--- src/verilog/gtu_pkg.sv ---
/*
 Constants, register offsets, field positions and mode codes for a single
 general-purpose timer channel. Assumes one 25 MHz clock and a plain
 register port with read data one cycle after the read strobe.
*/
// Function
// - Channel stays stopped until start bit set
// - Counter readable at any time while counting
// - Timer mode read during reload gives ones
// - Stopped write then read returns written value
// - Event underflow reads ones, overflow zeros
// - One-shot stop halts and reloads counter
// - One-shot software stop drives output low
// - Request flag sets one cycle after stop
// - One-shot output follows internal count source
// - Entering one-shot mode sets request flag
// - Retrigger counts once more then reloads
package gtu_pkg;
   localparam int ADDR_W = 4;
   localparam int DATA_W = 32;
   localparam int CNT_W = 16;
   localparam logic [ADDR_W-1:0] OFS_START = 4'h0;
   localparam logic [ADDR_W-1:0] OFS_MODE = 4'h1;
   localparam logic [ADDR_W-1:0] OFS_COUNT = 4'h2;
   localparam logic [ADDR_W-1:0] OFS_TRIG = 4'h3;
   localparam logic [ADDR_W-1:0] OFS_STATUS = 4'h4;
   localparam logic [ADDR_W-1:0] OFS_IRQ_EN = 4'h5;
   localparam logic [ADDR_W-1:0] OFS_IRQ_CLR = 4'h6;
   localparam logic [ADDR_W-1:0] OFS_PRESCALE = 4'h7;
   localparam logic [1:0] MODE_TIMER = 2'h0;
   localparam logic [1:0] MODE_EVENT = 2'h1;
   localparam logic [1:0] MODE_ONESHOT = 2'h2;
   localparam int MODE_LSB = 0;
   localparam int DIR_BIT = 2;
   localparam int ZPH_BIT = 3;
   localparam int TRG_EXT_BIT = 0;
   localparam int TRG_SEL_LSB = 1;
   localparam int IRQ_W = 3;
   localparam int IRQ_REQ = 0;
   localparam int IRQ_UDF = 1;
   localparam int IRQ_OVF = 2;
   localparam logic [CNT_W-1:0] CNT_ONES = 16'hFFFF;
   localparam logic [CNT_W-1:0] CNT_ZERO = 16'h0000;
   localparam logic [CNT_W-1:0] CNT_ONE = 16'h0001;
   localparam logic [CNT_W-1:0] PRESCALE_RST = 16'h0000;
   localparam logic [7:0] MODE_RST = 8'h00;
   localparam int CLK_MHZ = 25;
   localparam int RETRIG_GUARD_NS = 300;
   localparam int RETRIG_GUARD_CYC = (RETRIG_GUARD_NS * CLK_MHZ) / 1000;
endpackage

--- src/verilog/gtu_timer.sv ---
/*
 One timer channel with timer, event counter and one-shot modes, a
 sixteen-bit down/up counter, reload register, output pin and sticky
 interrupt status. Assumes software drives the plain register port in the
 clock_i domain and the trigger pin is asynchronous.
*/
// Our own choices: the address-and-strobe port and the placing of the registers.
module gtu_timer (
   input wire logic clock_i,
   input wire logic srst_i,
   input wire logic [gtu_pkg::ADDR_W-1:0] addr_i,
   input wire logic [gtu_pkg::DATA_W-1:0] wdata_i,
   input wire logic wr_i,
   input wire logic rd_i,
   output logic [gtu_pkg::DATA_W-1:0] rdata_o,
   input wire logic trigger_input_pin_i,
   input wire logic [1:0] trig_peer_i,
   output logic timer_output_pin_o,
   output logic irq_o
);
   import gtu_pkg::*;

   logic trig_sync;
   logic trig_prev_q, trig_prev_d;
   logic start_q, start_d;
   logic [7:0] mode_q, mode_d;
   logic [2:0] trigsel_q, trigsel_d;
   logic [CNT_W-1:0] cnt_q, cnt_d;
   logic [CNT_W-1:0] reload_q, reload_d;
   logic [CNT_W-1:0] pre_q, pre_d;
   logic [CNT_W-1:0] pdiv_q, pdiv_d;
   logic out_q, out_d;
   logic running_q, running_d;
   logic retrig_q, retrig_d;
   logic stop_req_q, stop_req_d;
   logic [IRQ_W-1:0] stat_q, stat_d;
   logic [IRQ_W-1:0] en_q, en_d;
   logic [DATA_W-1:0] rdata_q, rdata_d;
   logic [1:0] mode_sel;
   logic tick;
   logic trig_edge;
   logic trig_fire;
   logic reload_now;
   logic ovf_now;
   logic wr_start, wr_mode, wr_cnt, wr_trig;
   logic [IRQ_W-1:0] ev;
   logic [IRQ_W-1:0] clr;

   // Trigger pin comes from outside the clock domain
   gtu_sync u_trig_sync (
      .clock_i(clock_i),
      .srst_i(srst_i),
      .async_i(trigger_input_pin_i),
      .sync_o(trig_sync)
   );

   assign mode_sel = mode_q[MODE_LSB +: 2];
   assign wr_start = wr_i && (addr_i == OFS_START);
   assign wr_mode = wr_i && (addr_i == OFS_MODE);
   assign wr_cnt = wr_i && (addr_i == OFS_COUNT);
   assign wr_trig = wr_i && (addr_i == OFS_TRIG);
   assign trig_edge = trig_sync && !trig_prev_q;

   // Internal count source from a prescaler; event mode counts pin edges only with ZPH_BIT set, else prescaler ticks
   always_comb
   begin
      pdiv_d = pdiv_q;
      tick = 1'b0;
      if (!start_q)
         pdiv_d = CNT_ZERO;
      else if (pdiv_q >= pre_q)
      begin
         pdiv_d = CNT_ZERO;
         tick = 1'b1;
      end
      else
         pdiv_d = pdiv_q + CNT_ONE;
   end

   // Trigger choice: software start, pin edge, or a peer channel
   always_comb
   begin
      trig_fire = 1'b0;
      if (trigsel_q[TRG_EXT_BIT])
      begin
         unique case (trigsel_q[TRG_SEL_LSB +: 2])
            2'h0: trig_fire = trig_edge;
            2'h1: trig_fire = trig_peer_i[0];
            2'h2: trig_fire = trig_peer_i[1];
            default: trig_fire = 1'b0;
         endcase
      end
   end

   always_comb
   begin
      start_d = start_q;
      mode_d = mode_q;
      trigsel_d = trigsel_q;
      reload_d = reload_q;
      cnt_d = cnt_q;
      pre_d = pre_q;
      out_d = out_q;
      running_d = running_q;
      retrig_d = retrig_q;
      stop_req_d = 1'b0;
      trig_prev_d = trig_sync;
      reload_now = 1'b0;
      ovf_now = 1'b0;
      ev = '0;
      if (wr_start)
         start_d = wdata_i[0];
      // Mode and trigger are only honoured while stopped
      if (wr_mode && !start_q)
      begin
         mode_d = wdata_i[7:0];
         // Entering one-shot raises the request flag
         if (wdata_i[MODE_LSB +: 2] == MODE_ONESHOT &&
             mode_sel != MODE_ONESHOT)
            ev[IRQ_REQ] = 1'b1;
      end
      if (wr_trig && !start_q)
         trigsel_d = wdata_i[2:0];
      if (wr_i && addr_i == OFS_PRESCALE)
         pre_d = wdata_i[CNT_W-1:0];
      // Writes go to reload; counter follows while stopped
      if (wr_cnt)
      begin
         reload_d = wdata_i[CNT_W-1:0];
         if (!start_q)
            cnt_d = wdata_i[CNT_W-1:0];
      end
      if (wr_start && !wdata_i[0] && start_q && mode_sel == MODE_ONESHOT)
      begin
         // Software stop in one-shot
         cnt_d = reload_q;
         out_d = 1'b0;
         running_d = 1'b0;
         retrig_d = 1'b0;
         stop_req_d = 1'b1;
      end
      else if (start_q && tick)
      begin
         // Nothing moves before the start bit is set
         unique case (mode_sel)
            MODE_EVENT:
            begin
               // Gated mode: wrap is a count step too, so needs an edge
               if (trig_edge || !mode_q[ZPH_BIT])
               begin
                  if (!mode_q[DIR_BIT] && cnt_q == CNT_ZERO)
                  begin
                     cnt_d = reload_q;
                     reload_now = 1'b1;
                     ev[IRQ_UDF] = 1'b1;
                  end
                  else if (mode_q[DIR_BIT] && cnt_q == CNT_ONES)
                  begin
                     cnt_d = reload_q;
                     ovf_now = 1'b1;
                     ev[IRQ_OVF] = 1'b1;
                  end
                  else
                     cnt_d = mode_q[DIR_BIT] ? cnt_q + CNT_ONE
                                             : cnt_q - CNT_ONE;
               end
            end
            MODE_ONESHOT:
            begin
               // Output moves only on count source ticks
               if (retrig_q)
               begin
                  // One more step was taken, now reload
                  cnt_d = reload_q;
                  retrig_d = 1'b0;
               end
               else if (running_q && cnt_q == CNT_ONE)
               begin
                  cnt_d = reload_q;
                  out_d = 1'b0;
                  running_d = 1'b0;
                  ev[IRQ_REQ] = 1'b1;
               end
               else if (running_q)
               begin
                  cnt_d = cnt_q - CNT_ONE;
                  out_d = 1'b1;
               end
               if (!running_q && (trig_fire || !trigsel_q[TRG_EXT_BIT]))
               begin
                  running_d = 1'b1;
                  out_d = 1'b1;
               end
               else if (running_q && trig_fire && !retrig_q)
               begin
                  cnt_d = cnt_q - CNT_ONE;
                  retrig_d = 1'b1;
               end
            end
            default:
            begin
               // Timer mode, reload on reaching zero
               if (cnt_q == CNT_ZERO)
               begin
                  cnt_d = reload_q;
                  reload_now = 1'b1;
                  ev[IRQ_REQ] = 1'b1;
                  out_d = !out_q;
               end
               else
                  cnt_d = cnt_q - CNT_ONE;
            end
         endcase
      end
      // While the start bit is clear, in any mode, running and retrigger state are cleared
      if (!start_q)
      begin
         running_d = 1'b0;
         retrig_d = 1'b0;
      end
      // Request flag one cycle after the software stop
      if (stop_req_q)
         ev[IRQ_REQ] = 1'b1;
   end

   // Sticky status; a new event beats a same-cycle clear
   always_comb
   begin
      clr = '0;
      if (wr_i && addr_i == OFS_IRQ_CLR)
         clr = wdata_i[IRQ_W-1:0];
      stat_d = (stat_q & ~clr) | ev;
      en_d = en_q;
      if (wr_i && addr_i == OFS_IRQ_EN)
         en_d = wdata_i[IRQ_W-1:0];
   end

   // Live count reads, with the reload and overflow substitutes
   always_comb
   begin
      rdata_d = '0;
      if (rd_i)
      begin
         unique case (addr_i)
            OFS_START: rdata_d[0] = start_q;
            OFS_MODE: rdata_d[7:0] = mode_q;
            OFS_TRIG: rdata_d[2:0] = trigsel_q;
            OFS_STATUS: rdata_d[IRQ_W-1:0] = stat_q;
            OFS_IRQ_EN: rdata_d[IRQ_W-1:0] = en_q;
            OFS_PRESCALE: rdata_d[CNT_W-1:0] = pre_q;
            OFS_COUNT:
            begin
               if (reload_now)
                  rdata_d[CNT_W-1:0] = CNT_ONES;
               else if (ovf_now)
                  rdata_d[CNT_W-1:0] = CNT_ZERO;
               else
                  rdata_d[CNT_W-1:0] = cnt_q;
            end
            default: rdata_d = '0;
         endcase
      end
   end

   always_ff @(posedge clock_i)
   begin
      if (srst_i)
      begin
         start_q <= 1'b0;
         mode_q <= MODE_RST;
         trigsel_q <= '0;
         cnt_q <= CNT_ZERO;
         reload_q <= CNT_ZERO;
         pre_q <= PRESCALE_RST;
         pdiv_q <= CNT_ZERO;
         out_q <= 1'b0;
         running_q <= 1'b0;
         retrig_q <= 1'b0;
         stop_req_q <= 1'b0;
         trig_prev_q <= 1'b0;
         stat_q <= '0;
         en_q <= '0;
         rdata_q <= '0;
      end
      else
      begin
         start_q <= start_d;
         mode_q <= mode_d;
         trigsel_q <= trigsel_d;
         cnt_q <= cnt_d;
         reload_q <= reload_d;
         pre_q <= pre_d;
         pdiv_q <= pdiv_d;
         out_q <= out_d;
         running_q <= running_d;
         retrig_q <= retrig_d;
         stop_req_q <= stop_req_d;
         trig_prev_q <= trig_prev_d;
         stat_q <= stat_d;
         en_q <= en_d;
         rdata_q <= rdata_d;
      end
   end

   assign rdata_o = rdata_q;
   assign timer_output_pin_o = out_q;
   assign irq_o = |(stat_q & en_q);
endmodule

--- src/verilog/gtu_sync.sv ---
/*
 Two-flop synchroniser for a level from outside the clock domain.
 Assumes the input may change at any time relative to clock_i.
*/
module gtu_sync (
   input wire logic clock_i,
   input wire logic srst_i,
   input wire logic async_i,
   output logic sync_o
);
   logic meta_q;
   logic meta_d;
   logic sync_q;
   logic sync_d;

   always_comb
   begin
      meta_d = async_i;
      sync_d = meta_q;
   end

   always_ff @(posedge clock_i)
   begin
      if (srst_i)
      begin
         meta_q <= 1'b0;
         sync_q <= 1'b0;
      end
      else
      begin
         meta_q <= meta_d;
         sync_q <= sync_d;
      end
   end

   assign sync_o = sync_q;
endmodule

--- config.mk ---
export PLATFORM = sky130hd
export DESIGN_NAME = gtu_timer
export DESIGN_NICKNAME = d
export VERILOG_FILES = /design/src/verilog/gtu_pkg.sv /design/src/verilog/gtu_timer.sv /design/src/verilog/gtu_sync.sv
export SDC_FILE = /design/constraint.sdc
export NUM_CORES = 1
export LEC_CHECK = 0
export BUFFER_PORTS_ARGS = -buffer_cell sky130_fd_sc_hd__buf_2
export CAP_MARGIN = 30
export CELL_PAD_IN_SITES_DETAIL_PLACEMENT = 1
export CELL_PAD_IN_SITES_GLOBAL_PLACEMENT = 1
export CORE_MARGIN = 10
export CORE_UTILIZATION = 40
export DETAILED_ROUTE_END_ITERATION = 12
export PLACE_DENSITY_LB_ADDON = 0.1
export SYNTH_ARGS = -nofsm -noshare
export SYNTH_HDL_FRONTEND = slang
export SYNTH_SLANG_ARGS = --single-unit
--- constraint.sdc ---
create_clock -name clock_i -period 2.53 [get_ports clock_i]
set_input_delay 0.506 -clock clock_i [delete_from_list [all_inputs] [get_ports clock_i]]
set_output_delay 0.506 -clock clock_i [all_outputs]
set_load 0.05 [all_outputs]
== Word-level counts from Yosys, hierarchy flattened ==
Index checks and enable logic that the tools add are counted.
Word-level totals
  register bits after elaboration: 121
  output and inout bits: 34
  logic and storage cells: 153
Cells by class
  add/subtract/negate cells: 3
  magnitude comparators: 1
  equal/unequal tests: 18
  muxes and demuxes: 61
  bitwise logic cells: 7
  reduce and logical (&&, ||, !) cells: 45
Operators with widths (count)
  $mux 16: 16
  $add 16x1->16 const B: 2
  $pmux 16 s2: 1
  $mux 1: 31
  $logic_and 1x1->1: 21
  $eq 16x1->1 const B: 1
  $eq 16x16->1 const B: 1
  $eq 4x3->1 const B: 4
  $ge 16x16->1: 1
  $logic_not 16->1: 1
  $pmux 8 s2: 1
  $sub 16x1->16 const B: 1
  $pmux 5 s3: 1
  $pmux 2 s6: 1
  $logic_not 1->1: 9
  $mux 3: 3
  $reduce_or 3->1: 3
  $eq 4x2->1 const B: 2
  $pmux 1 s7: 1
  $and 3x3->3: 2
  $eq 2x2->1 const B: 3
  $pmux 1 s2: 3
  $reduce_and 5->1: 1
  $eq 2x1->1 const B: 2
  other kinds (17): 23

== Longest topological paths before layout ==
Gate-level depths: netlist of the first run.
  depth after elaboration: 11
  gate-level depth with buffers: 11
  mapped depth without buffers: 9

== Modules after synthesis ==
From an unflattened synthesis of the first run, not the netlist that was laid out.
Unflattened totals
  cells, all modules: 962
  area total of the unflattened synthesis: 7145.6 um2
By module, submodules not included
  gtu_timer: times used 1, cells an instance 958, area each 7093.1 um2, sequential area each 2062.0 um2
  gtu_sync: times used 1, cells an instance 4, area each 52.6 um2, sequential area each 40.0 um2

== Worst setup path before layout of the first run ==
No wires, ideal clock.
  path type: register -> register
  start point: register cnt_q[1]
  end point: register cnt_q[1]
  library setup time: 0.122 ns
  arrival time: 2.547 ns
  required time: 2.408 ns
  setup slack: -0.139 ns
  cell stages (with the launch flop): 9
  buffers on the path: 0
  cells stage by stage: dfxtp_1 ha_1 nand3_1 or4_4 o22ai_4 mux2_2 a221oi_1 a221oi_1 a221o_1
On the way
  word-level cells in the longest chain between the ends: 10
RTL lines
  from (decl): line gtu_timer.sv:28  | logic [CNT_W-1:0] cnt_q, cnt_d;
  from (signal assigned): line gtu_timer.sv:290  | cnt_q <= cnt_d;
  branches (longest 8 deep; another with $sub 16x1->16)
  $mux 16 *: line gtu_timer.sv:142  | else if (start_q && tick)
  $mux 16 *: line gtu_timer.sv:133  | if (wr_start && !wdata_i[0] && start_q && mode_sel == MODE_ONESHOT)
Every way passes the cells marked *.
A chain may end at the register's enable or synchronous reset.

== Worst setup path after layout of the first run ==
  start point: register pre_q[13]
  end point: register out_q (netlist: timer_output_pin_o)
On the way
  word-level cells in the longest chain between the ends: 5
RTL lines
  from (decl): line gtu_timer.sv:30  | logic [CNT_W-1:0] pre_q, pre_d;
  from (signal assigned): line gtu_timer.sv:292  | pre_q <= pre_d;
  $ge 16x16->1: line gtu_timer.sv:71  | else if (pdiv_q >= pre_q)
  $mux 1: line gtu_timer.sv:71
  $mux 1: line gtu_timer.sv:69  | if (!start_q)
  $logic_and 1x1->1: line gtu_timer.sv:142
  $reduce_and 5->1 (no line)
  to (signal assigned): line gtu_timer.sv:294  | out_q <= out_d;
  to (decl): line gtu_timer.sv:32  | logic out_q, out_d;
Every way passes these cells.

==> impl_metrics.yaml, run 1 <==
job:
  maxCapViolCount: 0
clocking:
  root_buffer: "clkbuf_16"
  cts_inserted_buffers: 9
  cts.clk_slew.worst_paths_ns: 0.08
  clkLatencyLatePin_ns: 0.36
  clock_sinks: 105
  cts_tree: "yes"
  ctsHoldBuffers: 0
  clock_path_buffers: 2
  htreeDepth: 3
sta:
  relSlewSlack_pct: 49.7
  hold_viol_final: 0
  fin_crit_ns: 2.55
  fin_crit_sh_pct: 101
  max_freq_ghz: 0.392
  setup_viol: 1
  rsz0062_at_grt: "true"
  slew_viol_final: 0
  tightest_slew_ns: 0.747
  worst_slack_ns: -0.0215
  timing.hold.ws_ns: 0.361
  clock_skew_ns: 0.00972
grt:
  grt_first_pass_wirelength_mm: 48.7
  grt_pass1_vias: 8405
  grt_overflow: 0
  grt_max_degree: 23
  antenna_found_initial: 0
  grt_use_total_pct: 25.9
placed_design:
  placed_area_um2: 8630
  dp.final_hpwl_mm: 24.6
  numPortBuffers: 44
  gp_congestion: 0.994
logic_synthesis:
  ys_seq_area_share_pct: 29.4
  synthFlopType: "dfxtp_1"
  syn_area_um2: 7150
  syn_area_per_cell_um2: 7.54
  async_flop_share_pct: 0
  synth_cell_type_count: 78
  synth_seq_cells: 105
  yosys_warnings: 0
  postSynthCellCount: 949
  synth_edf_count: 0
detailed_routing:
  final_antenna_net_count: 0
  vias: 8207
  drc: 0
  routed_wl_mm: 32.1
  first_pass_iters: 5
  drtIter0Drc: 592
  wire_per_inst_um: 23.7
  routed_via_density: 6.07
worst_hold_path:
  hold_class: "primary input to flop"
final_layout:
  final_cell_area_um2: 9480
  areaGrowthSynthToFinish_pct: 32.5
  seqCellArea_um2: 2120
  fill_cells: 2180
  nets: 1188
  diodes: 0
  multi_input_area_um2: 4960
  drive_gt1_share_pct: 30.0
critical_path:
  max_stage_delay_ns: 0.35
  crit_path_end_kind: "flop"
  crit_fanout: 5
  slowest_stage: "or3_1"
  crit_type: "flop to flop"
  critPathBufInv: 4
  path_common_cell: "buf_6"
  crit_family: "simple AND/OR/NAND/NOR gates"
  start_kind: "flop"
  worstPathRequired_ns: 2.78
  critPathArrivalTime_ns: 2.80
  cp_cell_sequence: "inv_1 -> ha_4 -> nand4_1 -> nor2_2 -> o2111ai_2 -> buf_4 -> o21ai_4 -> buf_6 -> nand2_4 -> buf_6 -> or3_1 -> o221a_2"
floorplanning:
  ios: 77
  die_y_um: 154
  die_w_um: 154
  core_area_um2: 17400
  die_area_um2: 23600
  initial_core_util_pct: 41.1
  row_count: 48
power:
  p_leak_nw: 3.77
  pwr_density_cell_nw_per_um2: 450
  power.total_mw: 4.27
  ir_worst_vdd_uv: 366
run_status:
  violations: "negative setup slack"
  outcome: "finished, violations left"
[per-layer routing]
metal,up-vias,global-route usage (%),wire length (µm)
met5,-,0,0
met4,0,8.10,1050
met3,63,5.08,2300
met2,336,42.1,14700
met1,4067,33.9,14000
li1,3741,-,-
[path summary, 6_finish.rpt]
path                            start                 end  slack, ns  depth (start not counted)
setup / recovery            pre_q[13]  timer_output_pin_o      -0.02                         12
hold / removal    trigger_input_pin_i  u_trig_sync.meta_q       0.36                          2
setup reg to reg            pre_q[13]  timer_output_pin_o      -0.02                         12
hold reg to reg    u_trig_sync.meta_q  u_trig_sync.sync_o       0.46                          1
[stage by stage]
stage | TNS [ns] | utilization (%) | setup slack (ns) | instances
after detailed placement | -8.24 | 49.6 | -0.236 | 1321
after CTS | -0.00122 | 52.4 | -0.00119 | 1342
after global routing | -0.258 | 54.4 | -0.101 | 1352
after global placement | -7.10 | 49.6 | -0.206 | 1321
after floorplan | -0.00511 | - | -0.00403 | 964
final | -0.0215 | 54.4 | -0.0215 | 1352
[kinds of logic (layout without fill, tap and decap cells)]
kind of cell	Yosys count	after routing	share of synthesized area [%]
other cells	1	16	0.0524
buf+inv	117	280	7.45
flops	105	105	29.4
fa+ha+maj	23	23	4.02
compound gates	258	258	24.0
mux	38	38	5.63
simple gates	368	368	24.7
xor+xnor	39	39	4.78
[cell usage after synthesis, types with 8 or more instances]
library cell,instances,area share [%]
o211ai_1,9,0.94
nor2_1,98,5.1
nand4_1,11,0.96
xnor2_1,21,2.6
nand2b_1,10,0.87
a21oi_1,82,5.7
a221o_1,8,1.1
o21ai_0,44,3.1
nand3_1,26,1.8
nor3_1,24,1.7
o22ai_1,10,0.87
nand2_1,133,7.0
mux2i_1,29,4.1
a31oi_1,9,0.79
a311oi_1,11,1.3
clkbuf_1,48,2.5
xor2_1,18,2.2
buf_4,16,1.7
a22oi_1,10,1.0
a221oi_1,12,1.5
buf_2,9,0.63
ha_1,23,4.0
dfxtp_1,105,29
inv_1,35,1.8
mux2_2,8,1.3
nor4_1,10,0.87
[worst reg2reg max path, stage by stage, from the launching register on]
cell	delay, ns
dfxtp_2	0.34
inv_1	0.07
ha_4	0.27
nand4_1	0.16
nor2_2	0.20
o2111ai_2	0.15
buf_4	0.17
o21ai_4	0.15
buf_6	0.16
nand2_4	0.06
buf_6	0.11
or3_1	0.35
o221a_2	0.24
[state kept, by name, summed over array words and instances (netlist names)]
name,cells
cnt_q,16
pdiv_q,16
pre_q,16
rdata_o,16
reload_q,16
mode_q,8
en_q,3
stat_q,3
trigsel_q,3
retrig_q,1
running_q,1
start_q,1
stop_req_q,1
timer_output_pin_o,1
trig_prev_q,1
u_trig_sync.meta_q,1
u_trig_sync.sync_o,1
[cell type report]
cell class	count	area share [%]
Inverter	36	1.43
Clock buffer	11	2.56
Clock inverter	5	0.634
Tap cell	225	2.97
Multi-Input combinational cell	742	52.4
Timing Repair Buffer	228	17.6
Sequential cell	105	22.4
[cell usage in the layout, fill, tap and decap left out, drive strengths merged, types with 12 or more instances in the layout]
cell type / count
a21oi: 82
a221oi: 12
buf: 228
conb: 16
dfxtp: 105
ha: 23
inv: 37
mux2i: 29
nand2: 133
nand3: 27
nor2: 98
nor3: 25
nor4: 13
o21ai: 46
xnor2: 21
xor2: 18
[where the power goes]
group	internal, mW	total [mW]	switching (mW)
combinational	0.458	1.08	0.620
sequential	1.67	1.69	0.0243
clock	0.803	1.50	0.696
total	2.93	4.27	1.34
[what timing repair did]
action	4_1_cts	5_1_grt
buffers inserted	3	11
pin swaps	10	18
cloned	2	0
endpoints found under the setup margin	52	46
resized for setup	40	62
(Power assumes the default switching activity.)
==> run 2: changes to the inputs <==
--- a/config.mk
+++ b/config.mk
@@ -5,12 +5,13 @@
 export SDC_FILE = /design/constraint.sdc
 export NUM_CORES = 1
 export LEC_CHECK = 0
+export ABC_AREA = 1
 export BUFFER_PORTS_ARGS = -buffer_cell sky130_fd_sc_hd__buf_2
 export CAP_MARGIN = 30
 export CELL_PAD_IN_SITES_DETAIL_PLACEMENT = 1
 export CELL_PAD_IN_SITES_GLOBAL_PLACEMENT = 1
 export CORE_MARGIN = 10
-export CORE_UTILIZATION = 40
+export CORE_UTILIZATION = 38
 export DETAILED_ROUTE_END_ITERATION = 12
 export PLACE_DENSITY_LB_ADDON = 0.1
 export SYNTH_ARGS = -nofsm -noshare
==> impl_metrics.yaml, run 2 <==
floorplanning:
  initial_core_util_pct: 38.7
  die_area_um2: 26800
  die_w_um: 164
  ios: 77
  core_area_um2: 20200
  die_y_um: 164
  row_count: 52
detailed_routing:
  final_antenna_net_count: 0
  vias: 8237
  first_pass_iters: 4
  drtIter0Drc: 456
  routed_wl_mm: 28.7
  routed_via_density: 5.24
  wire_per_inst_um: 18.2
  drc: 0
clocking:
  clock_path_buffers: 2
  clkLatencyLatePin_ns: 0.36
  cts_inserted_buffers: 9
  cts.clk_slew.worst_paths_ns: 0.07
  ctsHoldBuffers: 0
  clock_sinks: 105
  root_buffer: "clkbuf_16"
  htreeDepth: 3
  cts_tree: "yes"
critical_path:
  crit_path_end_kind: "flop"
  start_kind: "flop"
  critPathBufInv: 2
  cp_cell_sequence: "nand2_4 -> nor2_8 -> nand4_4 -> nor2_4 -> buf_4 -> nor2_2 -> buf_4 -> nand2_1 -> nand3_1 -> nand2_1 -> nand3_1 -> o21ai_0 -> nand2_1 -> nand2_1 -> nand2_1"
  max_stage_delay_ns: 0.65
  crit_type: "flop to flop"
  critPathArrivalTime_ns: 2.54
  crit_fanout: 9
  path_common_cell: "nand2_1"
  slowest_stage: "dfxtp_1"
  worstPathRequired_ns: 2.78
  crit_family: "simple AND/OR/NAND/NOR gates"
logic_synthesis:
  async_flop_share_pct: 0
  yosysTopAreaCell: "dfxtp_1"
  synth_edf_count: 0
  syn_area_um2: 7840
  postSynthCellCount: 1245
  synth_seq_cells: 105
  syn_area_per_cell_um2: 6.30
  synth_top_cell_area_share_pct: 26.8
  synthFlopType: "dfxtp_1"
  ys_top_cells_by_area: "dfxtp_1 (27%), nand2_1 (19%), a21oi_1 (8.0%), inv_1 (5.8%), o21ai_0 (5.6%)"
  yosys-top-cells-count: "nand2_1 (407), a21oi_1 (126), inv_1 (122)"
  yosys_warnings: 0
  synth_cell_type_count: 52
  synthMostInstantiatedCell: "nand2_1"
  ys_seq_area_share_pct: 26.8
sta:
  slew_viol_final: 0
  worst_slack_ns: 0.244
  tns_ns: 0
  fin_crit_ns: 2.29
  max_freq_ghz: 0.437
  relSlewSlack_pct: 60.2
  fin_crit_sh_pct: 90.4
  rsz0062_at_grt: "false"
  hold_viol_final: 0
  setup_viol: 0
  clock_skew_ns: 0.00876
  timing.hold.ws_ns: 0.355
  tightest_slew_ns: 0.597
final_layout:
  layout_commonest_cell: "nand2_1"
  drive_gt1_share_pct: 15.0
  fill_cells: 2810
  diodes: 0
  areaGrowthSynthToFinish_pct: 11.0
  final_cell_mix: "nand2_1 (407), a21oi_1 (125), inv_1 (122)"
  nets: 1364
power:
  comb_power_share_pct: 26.2
  p_sw_share_pct: 34.6
  ir_worst_vdd_uv: 298
  pwr_density_cell_nw_per_um2: 499
  p_sw_mw: 1.50
  p_leak_nw: 4.18
  internal-power_mw: 2.84
  seq_power_share_pct: 39.8
  power.total_mw: 4.34
  clkPwrFrac_pct: 34.0
worst_hold_path:
  hold_class: "primary input to flop"
grt:
  antenna_found_initial: 1
  grt_pass1_vias: 8385
  grt_max_degree: 33
  grt_use_total_pct: 21.5
  grt_first_pass_wirelength_mm: 45.7
  grt_overflow: 0
run_status:
  outcome: "complete, no violations"
placed_design:
  pre_cts_ws_ns: 0.152
  dp.final_hpwl_mm: 22.1
  numPortBuffers: 44
  gp_congestion: 0.915
job:
  maxCapViolCount: 0
-- run 2: cell count changes after synthesis, moves of 29 or more --
cell,change
nand2_1,+274
mux2i_1,-29
inv_1,+87
o21ai_0,+44
a21oi_1,+44
nand3_1,+30
-- run 2: repair_timing --
item / in CTS / in global routing
setup buffers: 0 / 0
setup endpoints to repair: 0 / 30
resized for setup: 0 / 5
-- run 2: layout make-up --
| class | instances | area (µm²) | area share, % |
|---|---|---|---|
| Timing Repair Buffer | 99 | 646 | 7.42 |
| Multi-Input combinational cell | 951 | 4810 | 55.3 |
| Clock inverter | 3 | 47.5 | 0.546 |
| Tap cell | 270 | 338 | 3.88 |
| Inverter | 132 | 502 | 5.77 |
| Sequential cell | 105 | 2100 | 24.2 |
| Clock buffer | 13 | 250 | 2.88 |
-- run 2: cell families after synthesis --
kind of cell,after synthesis,share of synthesized area (%)
AND/OR/NAND/NOR,636,37.5
other,1,0.0478
AO/OA/AOI/OAI,266,18.1
adder cells (fa/ha/maj),23,3.67
XOR/XNOR,10,1.12
flip-flops,105,26.8
buffers and inverters,204,12.7
-- run 2: worst min-delay path: stages --
cell,delay [ns]
buf_2,0.10
inv_1,0.04
nor2_1,0.03
-- run 2: worst paths after layout --
kind | slack [ns] | from | end | cells past startpoint
worst min register to register | 0.41 | u_trig_sync.meta_q | u_trig_sync.sync_o | 2
worst min-delay path | 0.35 | trigger_input_pin_i | u_trig_sync.meta_q | 3
worst max register to register | 0.24 | cnt_q[3] | cnt_q[0] | 15
worst max-delay path | 0.24 | cnt_q[3] | cnt_q[0] | 15
-- run 2: through the flow --
stage          instances  util [%]  area (µm²)
6_report            1573      43.0        8700
5_1_grt             1573      43.0        8700
4_1_cts             1573      42.9        8680
3_5_place_dp        1557      41.4        8380
3_3_place_gp        1557      41.4        8380
2_1_floorplan       1260         -        7890
-- run 2: power groups by stage --
stage	clock (mW)	sequential, mW	combinational [mW]
after floorplan	0	1.74	0.853
after global placement	0	1.77	1.11
after detailed placement	0	1.77	1.12
after CTS	1.52	1.73	1.13
after global routing	1.57	1.73	1.28
final	1.48	1.73	1.14
-- run 2: layer usage --
metal | vias up | share of wire [%] | global-route usage, %
li1 | 4066 | - | -
met1 | 3950 | 46 | 27.8
met2 | 173 | 47 | 35.7
met3 | 46 | 4.9 | 3.70
met4 | 2 | 2.4 | 6.62
met5 | - | 0.038 | 0
